$ cat src/pwdu_pkg.sv
// Purpose: Constants and types for the password watchdog unit with prewarning.
// Assumes: One clock, sys_clk at 125 MHz; synchronous active-low reset.
// Notes: Control bits are plain ports; no register bus.
package pwdu_pkg;

  // ***************************************************************
  // Widths and fixed values
  // ***************************************************************
  localparam int CNT_W = 16;
  localparam logic [15:0] FIXED_RELOAD = 16'hFFFC;
  localparam logic [15:0] RESET_RELOAD = 16'h0000;
  localparam logic [7:0] FIXED_PW = 8'hA5;
  localparam logic [7:0] GUARD_PW = 8'h5A;
  localparam int DIV_LO_LOG2 = 8;
  localparam int DIV_HI_LOG2 = 14;
  localparam int PRESC_W = 14;
  localparam int SEQ_LIMIT_NS = 2048;
  localparam int CLK_NS = 8;
  localparam int SEQ_LIMIT_CYC = SEQ_LIMIT_NS / CLK_NS;
  localparam int SEQ_W = 9;

  // ***************************************************************
  // Types
  // ***************************************************************
  typedef enum logic [1:0] {
    PWDU_NORMAL = 2'b00,
    PWDU_TIMEOUT = 2'b01,
    PWDU_PREWARN = 2'b10,
    PWDU_HELD = 2'b11
  } pwdu_mode_t;

  // One software write to the control word
  typedef struct packed {
    logic [7:0] password;
    logic [7:0] guard;
    logic [15:0] reload;
    logic lock;
    logic disable_timeout;
    logic slow_clock;
  } pwdu_wr_t;

endpackage

$ cat src/pwdu_presc.sv
// Purpose: Free-running prescaler giving one-cycle ticks at sys_clk/256 or /16384.
// Assumes: Synchronous active-low reset.
// Notes: The select is taken as is; a change may shorten one tick period.
module pwdu_presc #(
  parameter int PRESC_W = pwdu_pkg::PRESC_W
) (
  // Clock and reset
  input wire logic sys_clk,
  input wire logic resetn,
  // Control
  input wire logic slow_clock,
  // Tick out
  output logic tick
);

  logic [PRESC_W-1:0] count;
  logic [PRESC_W-1:0] next_count;
  wire lo_hit = &count[pwdu_pkg::DIV_LO_LOG2-1:0];
  wire hi_hit = &count[pwdu_pkg::DIV_HI_LOG2-1:0];
  wire next_tick = slow_clock ? hi_hit : lo_hit;

  // Count up, wrap at full width
  assign next_count = count + {{(PRESC_W-1){1'b0}}, 1'b1};

  // Prescaler state
  always_ff @(posedge sys_clk) begin
    if (!resetn) begin
      count <= '0;
      tick <= 1'b0;
    end else begin
      count <= next_count;
      tick <= next_tick;
    end
  end

endmodule

$ cat src/pwdu_top.sv
// Purpose: Watchdog unit with password access, init-done lock and NMI prewarning.
// Assumes: Writes arrive as single-cycle strobes with a packed write word.
// Notes: A power-on reset input is the only way out of the held state.
module pwdu_top (
  // Clock and resets
  input wire logic sys_clk,
  input wire logic resetn,
  input wire logic poweron_resetn,
  // Software access
  input wire logic wr_strobe,
  input wire pwdu_pkg::pwdu_wr_t wr_data,
  input wire logic [7:0] user_pw,
  // Service request without control change
  input wire logic service,
  // System outputs
  output logic init_done_lock,
  output logic nmi_req,
  output logic sys_reset_req,
  output logic held_in_reset,
  output logic [15:0] count_value,
  output pwdu_pkg::pwdu_mode_t mode,
  output logic access_error,
  output logic overflow_error,
  output logic seq_open
);

  // ***************************************************************
  // Control state
  // ***************************************************************
  logic [15:0] reload;
  logic disable_timeout;
  logic slow_clock;
  logic [pwdu_pkg::SEQ_W-1:0] seq_count;
  logic wd_reset_seen;
  logic tick;

  // ***************************************************************
  // Prescaler
  // ***************************************************************
  pwdu_presc #(
    .PRESC_W(pwdu_pkg::PRESC_W)
  ) u_presc (
    .sys_clk(sys_clk),
    .resetn(resetn),
    .slow_clock(slow_clock),
    .tick(tick)
  );

  // ***************************************************************
  // Access decode
  // ***************************************************************
  wire pw_ok = wr_data.password == (pwdu_pkg::FIXED_PW ^ user_pw);
  wire guard_ok = wr_data.guard == pwdu_pkg::GUARD_PW;
  wire seq_expired = seq_count == '0;
  wire first_wr = wr_strobe && !seq_open;
  wire second_wr = wr_strobe && seq_open;
  wire first_bad = first_wr && !pw_ok;
  wire second_bad = second_wr && !guard_ok;
  wire proper_access = second_wr && guard_ok;
  wire timeout_abort = seq_open && seq_expired && !wr_strobe;
  wire acc_err = first_bad || second_bad;
  // Held for power-on: nothing is taken during the short gaps between stretched resets
  wire active = mode != pwdu_pkg::PWDU_HELD && !held_in_reset;

  // ***************************************************************
  // Counter decode
  // ***************************************************************
  wire counting = active && tick &&
    (!disable_timeout || mode != pwdu_pkg::PWDU_NORMAL);
  wire ovf = counting && (&count_value);
  // Time-out mode services like normal mode, but a plain service reloads the fixed value
  wire svc = (service || proper_access) &&
    (mode == pwdu_pkg::PWDU_NORMAL || mode == pwdu_pkg::PWDU_TIMEOUT);
  wire err = active && (acc_err || ovf || timeout_abort);
  wire [15:0] reload_now = (mode == pwdu_pkg::PWDU_NORMAL) ? reload :
    pwdu_pkg::FIXED_RELOAD;
  wire [15:0] new_reload = proper_access ? wr_data.reload : reload;
  wire [15:0] count_inc = count_value + 16'h0001;

  // Next mode: normal -> prewarn on error, prewarn -> reset on overflow
  pwdu_pkg::pwdu_mode_t next_mode;
  always_comb begin
    next_mode = mode;
    case (mode)
      pwdu_pkg::PWDU_NORMAL: begin
        if (err) begin
          next_mode = pwdu_pkg::PWDU_PREWARN;
        end else if (proper_access && wr_data.disable_timeout) begin
          next_mode = pwdu_pkg::PWDU_NORMAL;
        end
      end
      pwdu_pkg::PWDU_TIMEOUT: begin
        if (err) begin
          next_mode = pwdu_pkg::PWDU_PREWARN;
        end else if (proper_access) begin
          next_mode = pwdu_pkg::PWDU_NORMAL;
        end
      end
      pwdu_pkg::PWDU_PREWARN: begin
        next_mode = pwdu_pkg::PWDU_PREWARN;
      end
      pwdu_pkg::PWDU_HELD: begin
        next_mode = pwdu_pkg::PWDU_HELD;
      end
      default: begin
        next_mode = pwdu_pkg::PWDU_HELD;
      end
    endcase
  end

  // Next counter value
  logic [15:0] next_count;
  always_comb begin
    next_count = count_value;
    if (!active) begin
      next_count = count_value;
    end else if (mode != pwdu_pkg::PWDU_PREWARN && err) begin
      next_count = pwdu_pkg::FIXED_RELOAD;
    end else if (svc) begin
      next_count = proper_access ? wr_data.reload : reload_now;
    end else if (counting) begin
      next_count = count_inc;
    end
  end

  // Final reset fires when the prewarning run overflows
  wire final_reset = mode == pwdu_pkg::PWDU_PREWARN && ovf;
  wire next_held = final_reset && wd_reset_seen;

  // ***************************************************************
  // Sequence window timer
  // ***************************************************************
  logic [pwdu_pkg::SEQ_W-1:0] next_seq;
  assign next_seq = (first_wr && pw_ok) ?
    pwdu_pkg::SEQ_W'(pwdu_pkg::SEQ_LIMIT_CYC) :
    (seq_open ? seq_count - {{(pwdu_pkg::SEQ_W-1){1'b0}}, 1'b1} : seq_count);
  wire next_seq_open = (first_wr && pw_ok && active) ||
    (seq_open && !wr_strobe && !seq_expired);

  // Sequence state
  always_ff @(posedge sys_clk) begin
    if (!resetn) begin
      seq_open <= 1'b0;
      seq_count <= '0;
    end else begin
      seq_open <= next_seq_open;
      seq_count <= next_seq;
    end
  end

  // Control fields, updated only by a proper two-write access
  always_ff @(posedge sys_clk) begin
    if (!resetn) begin
      reload <= pwdu_pkg::RESET_RELOAD;
      disable_timeout <= 1'b0;
      slow_clock <= 1'b0;
      init_done_lock <= 1'b1;
    end else if (proper_access && active) begin
      reload <= new_reload;
      disable_timeout <= wr_data.disable_timeout;
      slow_clock <= wr_data.slow_clock;
      init_done_lock <= wr_data.lock;
    end
  end

  // Counter and mode; reset enters time-out mode
  always_ff @(posedge sys_clk) begin
    if (!resetn) begin
      count_value <= pwdu_pkg::FIXED_RELOAD;
      mode <= pwdu_pkg::PWDU_TIMEOUT;
    end else begin
      count_value <= next_count;
      mode <= next_held ? pwdu_pkg::PWDU_HELD : next_mode;
    end
  end

  // Held state survives system reset; only power-on reset clears it
  always_ff @(posedge sys_clk) begin
    if (!poweron_resetn) begin
      wd_reset_seen <= 1'b0;
      held_in_reset <= 1'b0;
    end else begin
      if (final_reset) begin
        wd_reset_seen <= 1'b1;
      end else if (proper_access) begin
        wd_reset_seen <= 1'b0;
      end
      if (next_held) begin
        held_in_reset <= 1'b1;
      end
    end
  end

  // Fault outputs
  always_ff @(posedge sys_clk) begin
    if (!resetn) begin
      nmi_req <= 1'b0;
      sys_reset_req <= held_in_reset;
      access_error <= 1'b0;
      overflow_error <= 1'b0;
    end else begin
      nmi_req <= next_mode == pwdu_pkg::PWDU_PREWARN;
      sys_reset_req <= sys_reset_req || final_reset || held_in_reset;
      access_error <= access_error || (active && (acc_err || timeout_abort));
      overflow_error <= overflow_error || ovf;
    end
  end

  // ***************************************************************
  // Checks
  // ***************************************************************
  a_nmi_before_reset: assert property (@(posedge sys_clk) disable iff (!resetn)
    $rose(sys_reset_req) && !held_in_reset |-> $past(nmi_req))
    else $error("reset without prior nmi");
  a_bad_pw_nmi: assert property (@(posedge sys_clk) disable iff (!resetn)
    first_bad && mode == pwdu_pkg::PWDU_NORMAL |=> nmi_req)
    else $error("bad password gave no nmi");
  a_ovf_nmi: assert property (@(posedge sys_clk) disable iff (!resetn)
    ovf && mode == pwdu_pkg::PWDU_NORMAL |=> nmi_req && overflow_error)
    else $error("overflow gave no nmi");
  a_prewarn_load: assert property (@(posedge sys_clk) disable iff (!resetn)
    err && mode == pwdu_pkg::PWDU_NORMAL |=> count_value == pwdu_pkg::FIXED_RELOAD)
    else $error("prewarn not loaded with fixed value");
  a_lock_stable: assert property (@(posedge sys_clk) disable iff (!resetn)
    !proper_access |=> $stable(init_done_lock))
    else $error("lock changed without proper access");
  a_seq_limit: assert property (@(posedge sys_clk) disable iff (!resetn)
    $rose(seq_open) |-> ##[1:300] !seq_open)
    else $error("sequence window not limited");
  a_disabled_hold: assert property (@(posedge sys_clk) disable iff (!resetn)
    disable_timeout && mode == pwdu_pkg::PWDU_NORMAL && !err && !svc
    |=> $stable(count_value))
    else $error("counter moved while disabled");
  a_held_sticky: assert property (@(posedge sys_clk) disable iff (!poweron_resetn)
    held_in_reset |=> held_in_reset && sys_reset_req)
    else $error("held reset released");
  a_reload_svc: assert property (@(posedge sys_clk) disable iff (!resetn)
    service && !proper_access && mode == pwdu_pkg::PWDU_NORMAL && !err
    |=> count_value == reload)
    else $error("service did not reload");
  c_proper: cover property (@(posedge sys_clk) proper_access);
  c_prewarn: cover property (@(posedge sys_clk) $rose(nmi_req));
  c_final: cover property (@(posedge sys_clk) $rose(sys_reset_req));
  c_held: cover property (@(posedge sys_clk) $rose(held_in_reset));

endmodule

$ cat config.mk
export PLATFORM = sky130hd
export DESIGN_NAME = pwdu_top
export DESIGN_NICKNAME = d
export VERILOG_FILES = /design/src/pwdu_pkg.sv /design/src/pwdu_presc.sv /design/src/pwdu_top.sv
export SDC_FILE = /design/constraint.sdc
export NUM_CORES = 1
export LEC_CHECK = 0
export BUFFER_PORTS_ARGS = -buffer_cell sky130_fd_sc_hd__clkbuf_2
export CAP_MARGIN = 20
export CORE_MARGIN = 2
export CORE_UTILIZATION = 55
export DETAILED_ROUTE_END_ITERATION = 10
export GPL_ROUTABILITY_DRIVEN = 0
export PLACE_DENSITY = 0.8
export RECOVER_POWER = 50
export SLEW_MARGIN = 30
export SYNTH_ARGS = -nofsm -noshare
export SYNTH_HDL_FRONTEND = slang
export SYNTH_HIERARCHICAL = 1
export SYNTH_SLANG_ARGS = --single-unit
$ cat constraint.sdc
create_clock -name sys_clk -period 2.7 [get_ports sys_clk]
set_input_delay 0.135 -clock sys_clk [delete_from_list [all_inputs] [get_ports sys_clk]]
set_output_delay 0.135 -clock sys_clk [all_outputs]
set_load 0.01 [all_outputs]
==> results of run 1 <==
[synth_stat cells (2+ instances only)]
library cell	number
sky130_fd_sc_hd__and4_1	3
sky130_fd_sc_hd__and4bb_2	2
sky130_fd_sc_hd__nand3_2	3
sky130_fd_sc_hd__nor3_1	5
sky130_fd_sc_hd__nor4_1	3
sky130_fd_sc_hd__o31a_1	2
sky130_fd_sc_hd__xor2_1	17
sky130_fd_sc_hd__inv_1	13
sky130_fd_sc_hd__buf_2	2
sky130_fd_sc_hd__nand3b_1	14
sky130_fd_sc_hd__o211ai_1	14
sky130_fd_sc_hd__mux2i_1	20
sky130_fd_sc_hd__and2_1	3
sky130_fd_sc_hd__o31ai_1	4
sky130_fd_sc_hd__nor4_2	2
sky130_fd_sc_hd__and3_1	2
sky130_fd_sc_hd__nand4_1	8
sky130_fd_sc_hd__nand4_2	2
sky130_fd_sc_hd__o21ai_0	19
sky130_fd_sc_hd__buf_4	3
sky130_fd_sc_hd__nand2b_1	6
sky130_fd_sc_hd__nor2b_1	4
sky130_fd_sc_hd__xnor2_1	15
sky130_fd_sc_hd__a211oi_1	2
sky130_fd_sc_hd__clkbuf_1	14
sky130_fd_sc_hd__or4_1	3
sky130_fd_sc_hd__nand2_1	18
sky130_fd_sc_hd__nor2_1	45
sky130_fd_sc_hd__nand3_1	12
sky130_fd_sc_hd__ha_1	4
sky130_fd_sc_hd__o21a_1	4
sky130_fd_sc_hd__a21oi_1	14
sky130_fd_sc_hd__or3_1	4
sky130_fd_sc_hd__dfxtp_1	68
sky130_fd_sc_hd__o22a_1	13
[final cells by class]
type	instances	area, um2
fill	513	2023
tap	75	93.84
clock buffer	11	141.4
clock inverter	3	15.01
inverter	13	48.80
multi-input combinational	286	1944
sequential	68	1361
timing repair buffer	77	362.8
[power by group through the flow]
stage,Sequential (W),Combinational [W],Clock (W)
CTS,0.00106,0.000242,0.000707
global placement,0.00108,0.000236,0
floorplan,0.00108,0.000148,0
finish,0.00106,0.000238,0.000695
detailed placement,0.00108,0.000241,0
global route,0.00106,0.000266,0.000758
[stage by stage]
| step | instance area (um2) | std cells | power (W) | utilization |
|---|---|---|---|---|
| after floorplan | 3453 | 387 | 0.001226 | - |
| after CTS | 4009 | 533 | 0.002006 | 0.6692 |
| final | 3968 | 533 | 0.001989 | 0.6623 |
| after detailed placement | 3852 | 519 | 0.001319 | 0.6431 |
| after global placement | 3852 | 519 | 0.001312 | 0.6431 |
| after global routing | 3968 | 533 | 0.002083 | 0.6623 |
[layer usage]
layer,global-route usage,vias to the layer above,share of wire
li1,-,1534,-
met1,0.2985,1439,0.47
met5,0,-,0
met4,0.06557,0,0.011
met3,0.06064,10,0.061
met2,0.3622,74,0.46
[worst min path at each step]
stage,slack (ns),depth (start not counted),end,startpoint
after global placement,0.35,3,init_done_lock$_SDFFE_PN1P_,wr_data[2]
after CTS,0.001,3,init_done_lock$_SDFFE_PN1P_,wr_data[2]
after detailed placement,0.35,3,init_done_lock$_SDFFE_PN1P_,wr_data[2]
after global routing,0.03,3,init_done_lock$_SDFFE_PN1P_,wr_data[2]
after floorplan,0.25,1,u_presc/count[11]$_SDFF_PN0_,resetn
final,0.006,3,init_done_lock$_SDFFE_PN1P_,wr_data[2]
[worst min-delay path, cell delays in order]
cell and delay, ns:
sky130_fd_sc_hd__clkbuf_2 0.07, sky130_fd_sc_hd__mux2i_1 0.05, sky130_fd_sc_hd__nand2_1 0.06
[state kept, by name (all words and copies together) (netlist names), 2 cells and up]
signal         cells
mode               2
u_presc/count     14
count_value       16
seq_count          9
reload            16
[kinds of logic after synthesis]
| logic type | Yosys count | share of synthesized area |
|---|---|---|
| multiplexers | 20 | 0.05797 |
| buffers and inverters | 33 | 0.04203 |
| XOR/XNOR | 32 | 0.08116 |
| AO/OA/AOI/OAI | 87 | 0.1779 |
| AND/OR/NAND/NOR | 143 | 0.2322 |
| adder cells (fa/ha/maj) | 4 | 0.01449 |
| flip-flops | 68 | 0.3942 |
[placed cells by master (no fill, tap or decap), drive strengths merged, types with 6 or more instances in the layout]
| cell type | synthesis | routed |
|---|---|---|
| o21ai | 19 | 19 |
| nor2 | 45 | 45 |
| dfxtp | 68 | 68 |
| inv | 13 | 13 |
| nand2 | 18 | 18 |
| o22a | 13 | 13 |
| o211ai | 14 | 14 |
| clkbuf | 14 | 84 |
| xor2 | 17 | 17 |
| a21oi | 14 | 14 |
| nand3b | 14 | 14 |
| nand3 | 15 | 15 |
| nand4 | 10 | 10 |
| nand2b | 6 | 6 |
| xnor2 | 15 | 15 |
| mux2i | 20 | 20 |
==> impl_metrics.xml, run 1 <==
<?xml version="1.0" encoding="UTF-8"?>
<metrics>
  <group name="power_and_ir_drop">
    <metric name="netSwitchingFraction" unit="">0.2593</metric>
    <metric name="power.leakage" unit="nW">1.603</metric>
    <metric name="comb_power_share" unit="">0.120</metric>
    <metric name="power.switching" unit="W">0.0005158</metric>
    <metric name="power.density_cell_area" unit="nW/um2">501.4</metric>
    <metric name="internal_power" unit="W">0.001474</metric>
    <metric name="irDropWorstVdd" unit="V">0.0003800</metric>
    <metric name="power_frac_seq" unit="">0.531</metric>
    <metric name="pwr-share-clk" unit="">0.349</metric>
  </group>
  <group name="die">
    <metric name="initial_core_util" unit="">0.5764</metric>
    <metric name="placeableCoreArea" unit="um2">5991</metric>
    <metric name="design.portCount" unit="">73</metric>
    <metric name="dieArea" unit="um2">6929</metric>
    <metric name="die_h" unit="um">83.24</metric>
    <metric name="floorplan.rows" unit="">28</metric>
    <metric name="die_width" unit="um">83.24</metric>
  </group>
  <group name="worst_setup_path">
    <metric name="start_kind" unit="">flop</metric>
    <metric name="slowest_delay" unit="ns">0.53</metric>
    <metric name="worstPathRequired" unit="ns">2.98</metric>
    <metric name="timing.critical_path.arrival" unit="ns">2.68</metric>
    <metric name="worstSetupPathDepth" unit="">6</metric>
    <metric name="timing.critical_path.slowest_stage_cell" unit="">sky130_fd_sc_hd__nand2b_1</metric>
    <metric name="crit_end" unit="">count_value[5]$_SDFFE_PN1P_</metric>
    <metric name="timing.setup.critical_path_class" unit="">flop to flop</metric>
    <metric name="critical_path.reg2reg.startpoint" unit="">seq_count[2]$_SDFFE_PP0P_</metric>
    <metric name="crit_path_max_fanout" unit="">14</metric>
    <metric name="setup.reg_to_reg.worst_slack" unit="ns">0.29</metric>
    <metric name="crit-reg2reg-capture" unit="">count_value[5]$_SDFFE_PN1P_</metric>
    <metric name="crit_family" unit="">simple AND/OR/NAND/NOR gates</metric>
    <metric name="endpoint_kind" unit="">flop</metric>
    <metric name="worstPathBufferInverterCount" unit="">0</metric>
    <metric name="number_of_cells_traversed_by_the_worst_register_to_register_path" unit="">6</metric>
    <metric name="startpoint" unit="">seq_count[2]$_SDFFE_PP0P_</metric>
    <metric name="crit_path_cell_trace" unit="">nor4_2 -&gt; and4b_1 -&gt; a31oi_2 -&gt; a311oi_2 -&gt; nand2b_1 -&gt; o22a_1</metric>
  </group>
  <group name="layout">
    <metric name="drive_gt1_frac" unit="">0.1681</metric>
    <metric name="antennaDiodeCount" unit="">0</metric>
    <metric name="layout-area-overhead-vs-synth" unit="%">14.89</metric>
    <metric name="layout.nets" unit="">507</metric>
  </group>
  <group name="sta">
    <metric name="setup_ws" unit="ns">0.2946</metric>
    <metric name="min_period" unit="ns">2.405</metric>
    <metric name="min_period_over_period" unit="">0.8909</metric>
    <metric name="slew_headroom" unit="">0.4474</metric>
    <metric name="report.final.slew_viol_count" unit="">0</metric>
    <metric name="setup_total_negative_slack" unit="ns">0</metric>
    <metric name="hold_violations_final" unit="">0</metric>
    <metric name="grt_setup_unrepaired" unit="">no</metric>
    <metric name="final.hold.worst_slack" unit="ns">0.005798</metric>
    <metric name="finalSetupViolCount" unit="">0</metric>
    <metric name="worstMarginPinSlew" unit="ns">0.8289</metric>
    <metric name="max_freq" unit="MHz">415.7</metric>
    <metric name="fin_skew" unit="ns">0.005460</metric>
  </group>
  <group name="route">
    <metric name="detailedRoute.firstIterationViolations" unit="">151</metric>
    <metric name="num_vias" unit="">3057</metric>
    <metric name="post_detailed_route_count_of_antenna_violating_nets" unit="">0</metric>
    <metric name="drc_errors" unit="">0</metric>
    <metric name="routed_wl" unit="um">7707</metric>
    <metric name="routedWlPerCell" unit="um">14.46</metric>
    <metric name="post_drt_via_cell_ratio" unit="">5.735</metric>
    <metric name="drt_first_pass_iters" unit="">4</metric>
  </group>
  <group name="global_routing">
    <metric name="grt_remaining_overflow" unit="">0</metric>
    <metric name="wire_length_of_the_first_global_routing_pass" unit="um">12980</metric>
    <metric name="antenna_violations_before_repair" unit="">0</metric>
    <metric name="first_global_vias" unit="">2829</metric>
    <metric name="groute.usage.overall" unit="">0.2258</metric>
    <metric name="grt_start_max_net_pins" unit="">36</metric>
  </group>
  <group name="clock_network">
    <metric name="cts_buffer_depth" unit="">2</metric>
    <metric name="tritoncts_buffers" unit="">9</metric>
    <metric name="cts_tree" unit="">built</metric>
    <metric name="post_cts_resized" unit="">0</metric>
    <metric name="clk_pin_slew_worst_paths" unit="ns">0.07</metric>
    <metric name="postCtsSetupRepairBufs" unit="">0</metric>
    <metric name="cts.htree.levels" unit="">3</metric>
    <metric name="clk-insertion-delay-late" unit="ns">0.34</metric>
    <metric name="cts-root-buf" unit="">sky130_fd_sc_hd__clkbuf_8</metric>
    <metric name="cts_num_sinks" unit="">68</metric>
    <metric name="cts_hold_buffers" unit="">0</metric>
  </group>
  <group name="synth">
    <metric name="number_of_unique_standard_cell_types_used_by_synthesis" unit="">55</metric>
    <metric name="syn-cell-area" unit="um2">3453</metric>
    <metric name="netlist.area_leader.share" unit="">0.3942</metric>
    <metric name="synth-async-reset-ratio" unit="">0</metric>
    <metric name="net_count_after_synthesis" unit="">439</metric>
    <metric name="synth.yosys.warnings" unit="">6</metric>
    <metric name="synth.yosys.seq_area_share" unit="">0.3942</metric>
    <metric name="postSynthAreaPerCell" unit="um2">8.923</metric>
    <metric name="netlist_instances" unit="">387</metric>
    <metric name="synthDominantAreaCellType" unit="">sky130_fd_sc_hd__dfxtp_1</metric>
    <metric name="netlist_top_cells_area" unit="">sky130_fd_sc_hd__dfxtp_1 (39%), sky130_fd_sc_hd__mux2i_1 (5.8%), sky130_fd_sc_hd__nor2_1 (4.9%)</metric>
    <metric name="yosys_register_bits" unit="">68</metric>
    <metric name="number_of_flops_mapped_to_enable_cells_by_yosys" unit="">0</metric>
    <metric name="ys.flop_type" unit="">sky130_fd_sc_hd__dfxtp_1</metric>
  </group>
  <group name="hold_path">
    <metric name="timing.hold.worst.class" unit="">input port to flop</metric>
  </group>
  <group name="placed_design">
    <metric name="place_ws" unit="ns">0.3667</metric>
    <metric name="numPortBuffers" unit="">72</metric>
    <metric name="detailedPlacementHpwl" unit="um">5606</metric>
  </group>
  <group name="flow_run">
    <metric name="cap_viol_max_count" unit="">0</metric>
  </group>
  <group name="status">
    <metric name="outcome" unit="">complete, no violations</metric>
  </group>
</metrics>
(Power assumes the default switching activity.)
==> run 2, diff against run 1 <==
--- a/config.mk
+++ b/config.mk
@@ -13,6 +13,7 @@
 export GPL_ROUTABILITY_DRIVEN = 0
 export PLACE_DENSITY = 0.8
 export RECOVER_POWER = 50
+export SETUP_SLACK_MARGIN = 0.4
 export SLEW_MARGIN = 30
 export SYNTH_ARGS = -nofsm -noshare
 export SYNTH_HDL_FRONTEND = slang
==> run 2 against run 1 <==
Net effect:
- sequential share of layout area fell by 0.28 points
- critical endpoint unchanged
- clock power rose by 0.6%
- largest cell class unchanged
- count of clock-buffer cells in the layout did not move
- worst setup slack improved by 0.14 ns
- cell area rose by 0.82%
- maximum frequency rose by 6.2%
==> impl_metrics.xml, run 2 (synthesized netlist as in run 1, its figures left out) <==
<?xml version="1.0" encoding="UTF-8"?>
<metrics>
  <group name="status">
    <metric name="outcome" unit="">complete, no violations</metric>
  </group>
  <group name="sta">
    <metric name="slew_headroom" unit="">0.3603</metric>
    <metric name="setup_total_negative_slack" unit="ns">0</metric>
    <metric name="fin_skew" unit="ns">0.005608</metric>
    <metric name="finalSetupViolCount" unit="">0</metric>
    <metric name="hold_violations_final" unit="">0</metric>
    <metric name="report.final.slew_viol_count" unit="">0</metric>
    <metric name="worstMarginPinSlew" unit="ns">0.9596</metric>
    <metric name="min_period_over_period" unit="">0.8386</metric>
    <metric name="grt_setup_unrepaired" unit="">no</metric>
    <metric name="min_period" unit="ns">2.264</metric>
    <metric name="max_freq" unit="MHz">441.6</metric>
  </group>
  <group name="die">
    <metric name="initial_core_util" unit="">0.5764</metric>
    <metric name="dieArea" unit="um2">6929</metric>
    <metric name="placeableCoreArea" unit="um2">5991</metric>
    <metric name="die_h" unit="um">83.24</metric>
    <metric name="design.portCount" unit="">73</metric>
    <metric name="floorplan.rows" unit="">28</metric>
    <metric name="die_width" unit="um">83.24</metric>
  </group>
  <group name="placed_design">
    <metric name="numPortBuffers" unit="">72</metric>
    <metric name="detailedPlacementHpwl" unit="um">5606</metric>
    <metric name="dp_cells" unit="">519</metric>
  </group>
  <group name="global_routing">
    <metric name="grt_start_max_net_pins" unit="">36</metric>
    <metric name="first_global_vias" unit="">2826</metric>
    <metric name="grt_remaining_overflow" unit="">0</metric>
    <metric name="groute.usage.overall" unit="">0.2258</metric>
    <metric name="wire_length_of_the_first_global_routing_pass" unit="um">12980</metric>
    <metric name="antenna_violations_before_repair" unit="">0</metric>
  </group>
  <group name="route">
    <metric name="routedWlPerCell" unit="um">14.56</metric>
    <metric name="num_vias" unit="">3043</metric>
    <metric name="drc_errors" unit="">0</metric>
    <metric name="routed_met3_length" unit="um">524</metric>
    <metric name="wl_met1" unit="um">3549</metric>
    <metric name="route.met2.wl" unit="um">3610</metric>
    <metric name="routed_wl" unit="um">7761</metric>
    <metric name="dr.max_layer_used" unit="">met4</metric>
    <metric name="drt_first_pass_iters" unit="">5</metric>
    <metric name="post_detailed_route_count_of_antenna_violating_nets" unit="">0</metric>
    <metric name="post_drt_via_cell_ratio" unit="">5.709</metric>
    <metric name="detailedRoute.firstIterationViolations" unit="">184</metric>
  </group>
  <group name="power_and_ir_drop">
    <metric name="power.switching" unit="W">0.0005231</metric>
    <metric name="comb_power_share" unit="">0.123</metric>
    <metric name="netSwitchingFraction" unit="">0.2614</metric>
    <metric name="irDropWorstVdd" unit="V">0.0003801</metric>
    <metric name="power.total" unit="W">0.002001</metric>
    <metric name="power.leakage" unit="nW">1.624</metric>
    <metric name="internal_power" unit="W">0.001478</metric>
    <metric name="power_frac_seq" unit="">0.528</metric>
    <metric name="power.density_cell_area" unit="nW/um2">500.2</metric>
    <metric name="pwr-share-clk" unit="">0.349</metric>
  </group>
  <group name="clock_network">
    <metric name="postCtsSetupRepairBufs" unit="">0</metric>
    <metric name="clk-insertion-delay-late" unit="ns">0.34</metric>
    <metric name="cts_hold_buffers" unit="">0</metric>
    <metric name="tritoncts_buffers" unit="">9</metric>
    <metric name="cts-root-buf" unit="">sky130_fd_sc_hd__clkbuf_8</metric>
    <metric name="cts_tree" unit="">built</metric>
    <metric name="cts_buffer_depth" unit="">2</metric>
    <metric name="cts_num_sinks" unit="">68</metric>
    <metric name="cts.htree.levels" unit="">3</metric>
    <metric name="clk_pin_slew_worst_paths" unit="ns">0.07</metric>
  </group>
  <group name="layout">
    <metric name="layout.nets" unit="">507</metric>
    <metric name="top_library_cells_by_usage_in_the_layout_fill_and_taps_aside" unit="">sky130_fd_sc_hd__dfxtp_1 (68), sky130_fd_sc_hd__clkbuf_2 (52), sky130_fd_sc_hd__nor2_1 (45)</metric>
    <metric name="largest_registers" unit="">count_value: 16 flops, reload: 16 flops, u_presc/count: 14 flops</metric>
    <metric name="final.fill_count" unit="">510</metric>
    <metric name="drive_gt1_frac" unit="">0.1812</metric>
    <metric name="most_common_cell_after_layout_fill_and_taps_aside" unit="">sky130_fd_sc_hd__dfxtp_1</metric>
    <metric name="layoutNonFillerInstCount" unit="">533</metric>
    <metric name="layout-area-overhead-vs-synth" unit="%">15.83</metric>
    <metric name="area.sequential" unit="um2">1361</metric>
    <metric name="multiInputGateArea" unit="um2">1971</metric>
    <metric name="antennaDiodeCount" unit="">0</metric>
  </group>
  <group name="worst_setup_path">
    <metric name="timing.setup.critical_path_class" unit="">flop to flop</metric>
    <metric name="timing.critical_path.slowest_stage_cell" unit="">sky130_fd_sc_hd__a311oi_4</metric>
    <metric name="start_kind" unit="">flop</metric>
    <metric name="endpoint_kind" unit="">flop</metric>
    <metric name="timing.critical_path.arrival" unit="ns">2.49</metric>
    <metric name="crit_path_cell_trace" unit="">clkbuf_1 -&gt; nand4_2 -&gt; o211a_1 -&gt; a311oi_4 -&gt; nand3_4 -&gt; o22a_1</metric>
    <metric name="crit_path_max_fanout" unit="">14</metric>
    <metric name="slowest_delay" unit="ns">0.44</metric>
    <metric name="worstPathRequired" unit="ns">2.93</metric>
  </group>
  <group name="flow_run">
    <metric name="cap_viol_max_count" unit="">0</metric>
  </group>
  <group name="hold_path">
    <metric name="timing.hold.worst.class" unit="">input port to flop</metric>
  </group>
</metrics>
-- run 2: changes by cell type in the layout (fill, tap and decap cells not counted) --
cell | before | now
sky130_fd_sc_hd__a311oi_2 | 1 | 0
sky130_fd_sc_hd__nand3_2 | 3 | 2
sky130_fd_sc_hd__nand3_4 | 0 | 1
sky130_fd_sc_hd__nand2b_1 | 6 | 5
sky130_fd_sc_hd__a311oi_4 | 0 | 1
sky130_fd_sc_hd__clkbuf_2 | 47 | 52
sky130_fd_sc_hd__clkbuf_1 | 27 | 22
sky130_fd_sc_hd__nand2b_4 | 0 | 1
-- run 2: final cells by class --
class / count / share of cell area
Tap cell: 75 / 0.02346
Sequential cell: 68 / 0.3403
Inverter: 13 / 0.01220
Multi-Input combinational cell: 286 / 0.4926
Clock inverter: 3 / 0.003754
Timing Repair Buffer: 77 / 0.09227
Clock buffer: 11 / 0.03535
-- run 2: what timing repair did --
| action | 4_1_cts | 5_1_grt |
|---|---|---|
| endpoints found under the setup margin | 14 | 14 |
| pin swaps | 0 | 1 |
| gates resized for setup | 2 | 7 |
-- run 2: worst paths after layout --
check / from / to / slack (ns) / cells after the start
max: seq_open$_SDFF_PN0_ / count_value[5]$_SDFFE_PN1P_ / 0.44 / 6
min: wr_data[2] / init_done_lock$_SDFFE_PN1P_ / 0.0004 / 3
max reg2reg: seq_open$_SDFF_PN0_ / count_value[5]$_SDFFE_PN1P_ / 0.44 / 6
min reg2reg: u_presc/count[13]$_SDFF_PN0_ / u_presc/count[13]$_SDFF_PN0_ / 0.46 / 2
-- run 2: layer usage --
layer,GRT usage,vias to the layer above
li1,-,1541
met1,0.2966,1419
met2,0.3644,74
met3,0.06064,9
met4,0.06557,0
met5,0,-
-- run 2: critical path: cells and delay by family (launching register included) --
kind	cells	cell delay (ns)
DFF	1	0.33
AOI/OAI and AO/OA	3	1.01
and+or+nand+nor	2	0.40
buffers and inverters	1	0.40
-- run 2: stage by stage --
step | setup WS (ns) | cell area [um2] | utilization | hold WS [ns]
global placement | 0.4247 | 3852 | 0.6431 | 0.3486
finish | 0.4357 | 4000 | 0.6677 | 0.0004361
floorplan | 0.6240 | 3453 | - | 0.2528
CTS | 0.4325 | 4019 | 0.6708 | 0.001017
global route | 0.2672 | 4000 | 0.6677 | 0.03441
detailed placement | 0.3667 | 3852 | 0.6431 | 0.3549
-- run 2: power by group through the flow --
| stage | combinational, W | clock, W | sequential (W) |
|---|---|---|---|
| detailed placement | 0.000241 | 0 | 0.00108 |
| floorplan | 0.000148 | 0 | 0.00108 |
| CTS | 0.000245 | 0.000707 | 0.00106 |
| global route | 0.000273 | 0.000758 | 0.00106 |
| finish | 0.000246 | 0.000699 | 0.00106 |
| global placement | 0.000236 | 0 | 0.00108 |
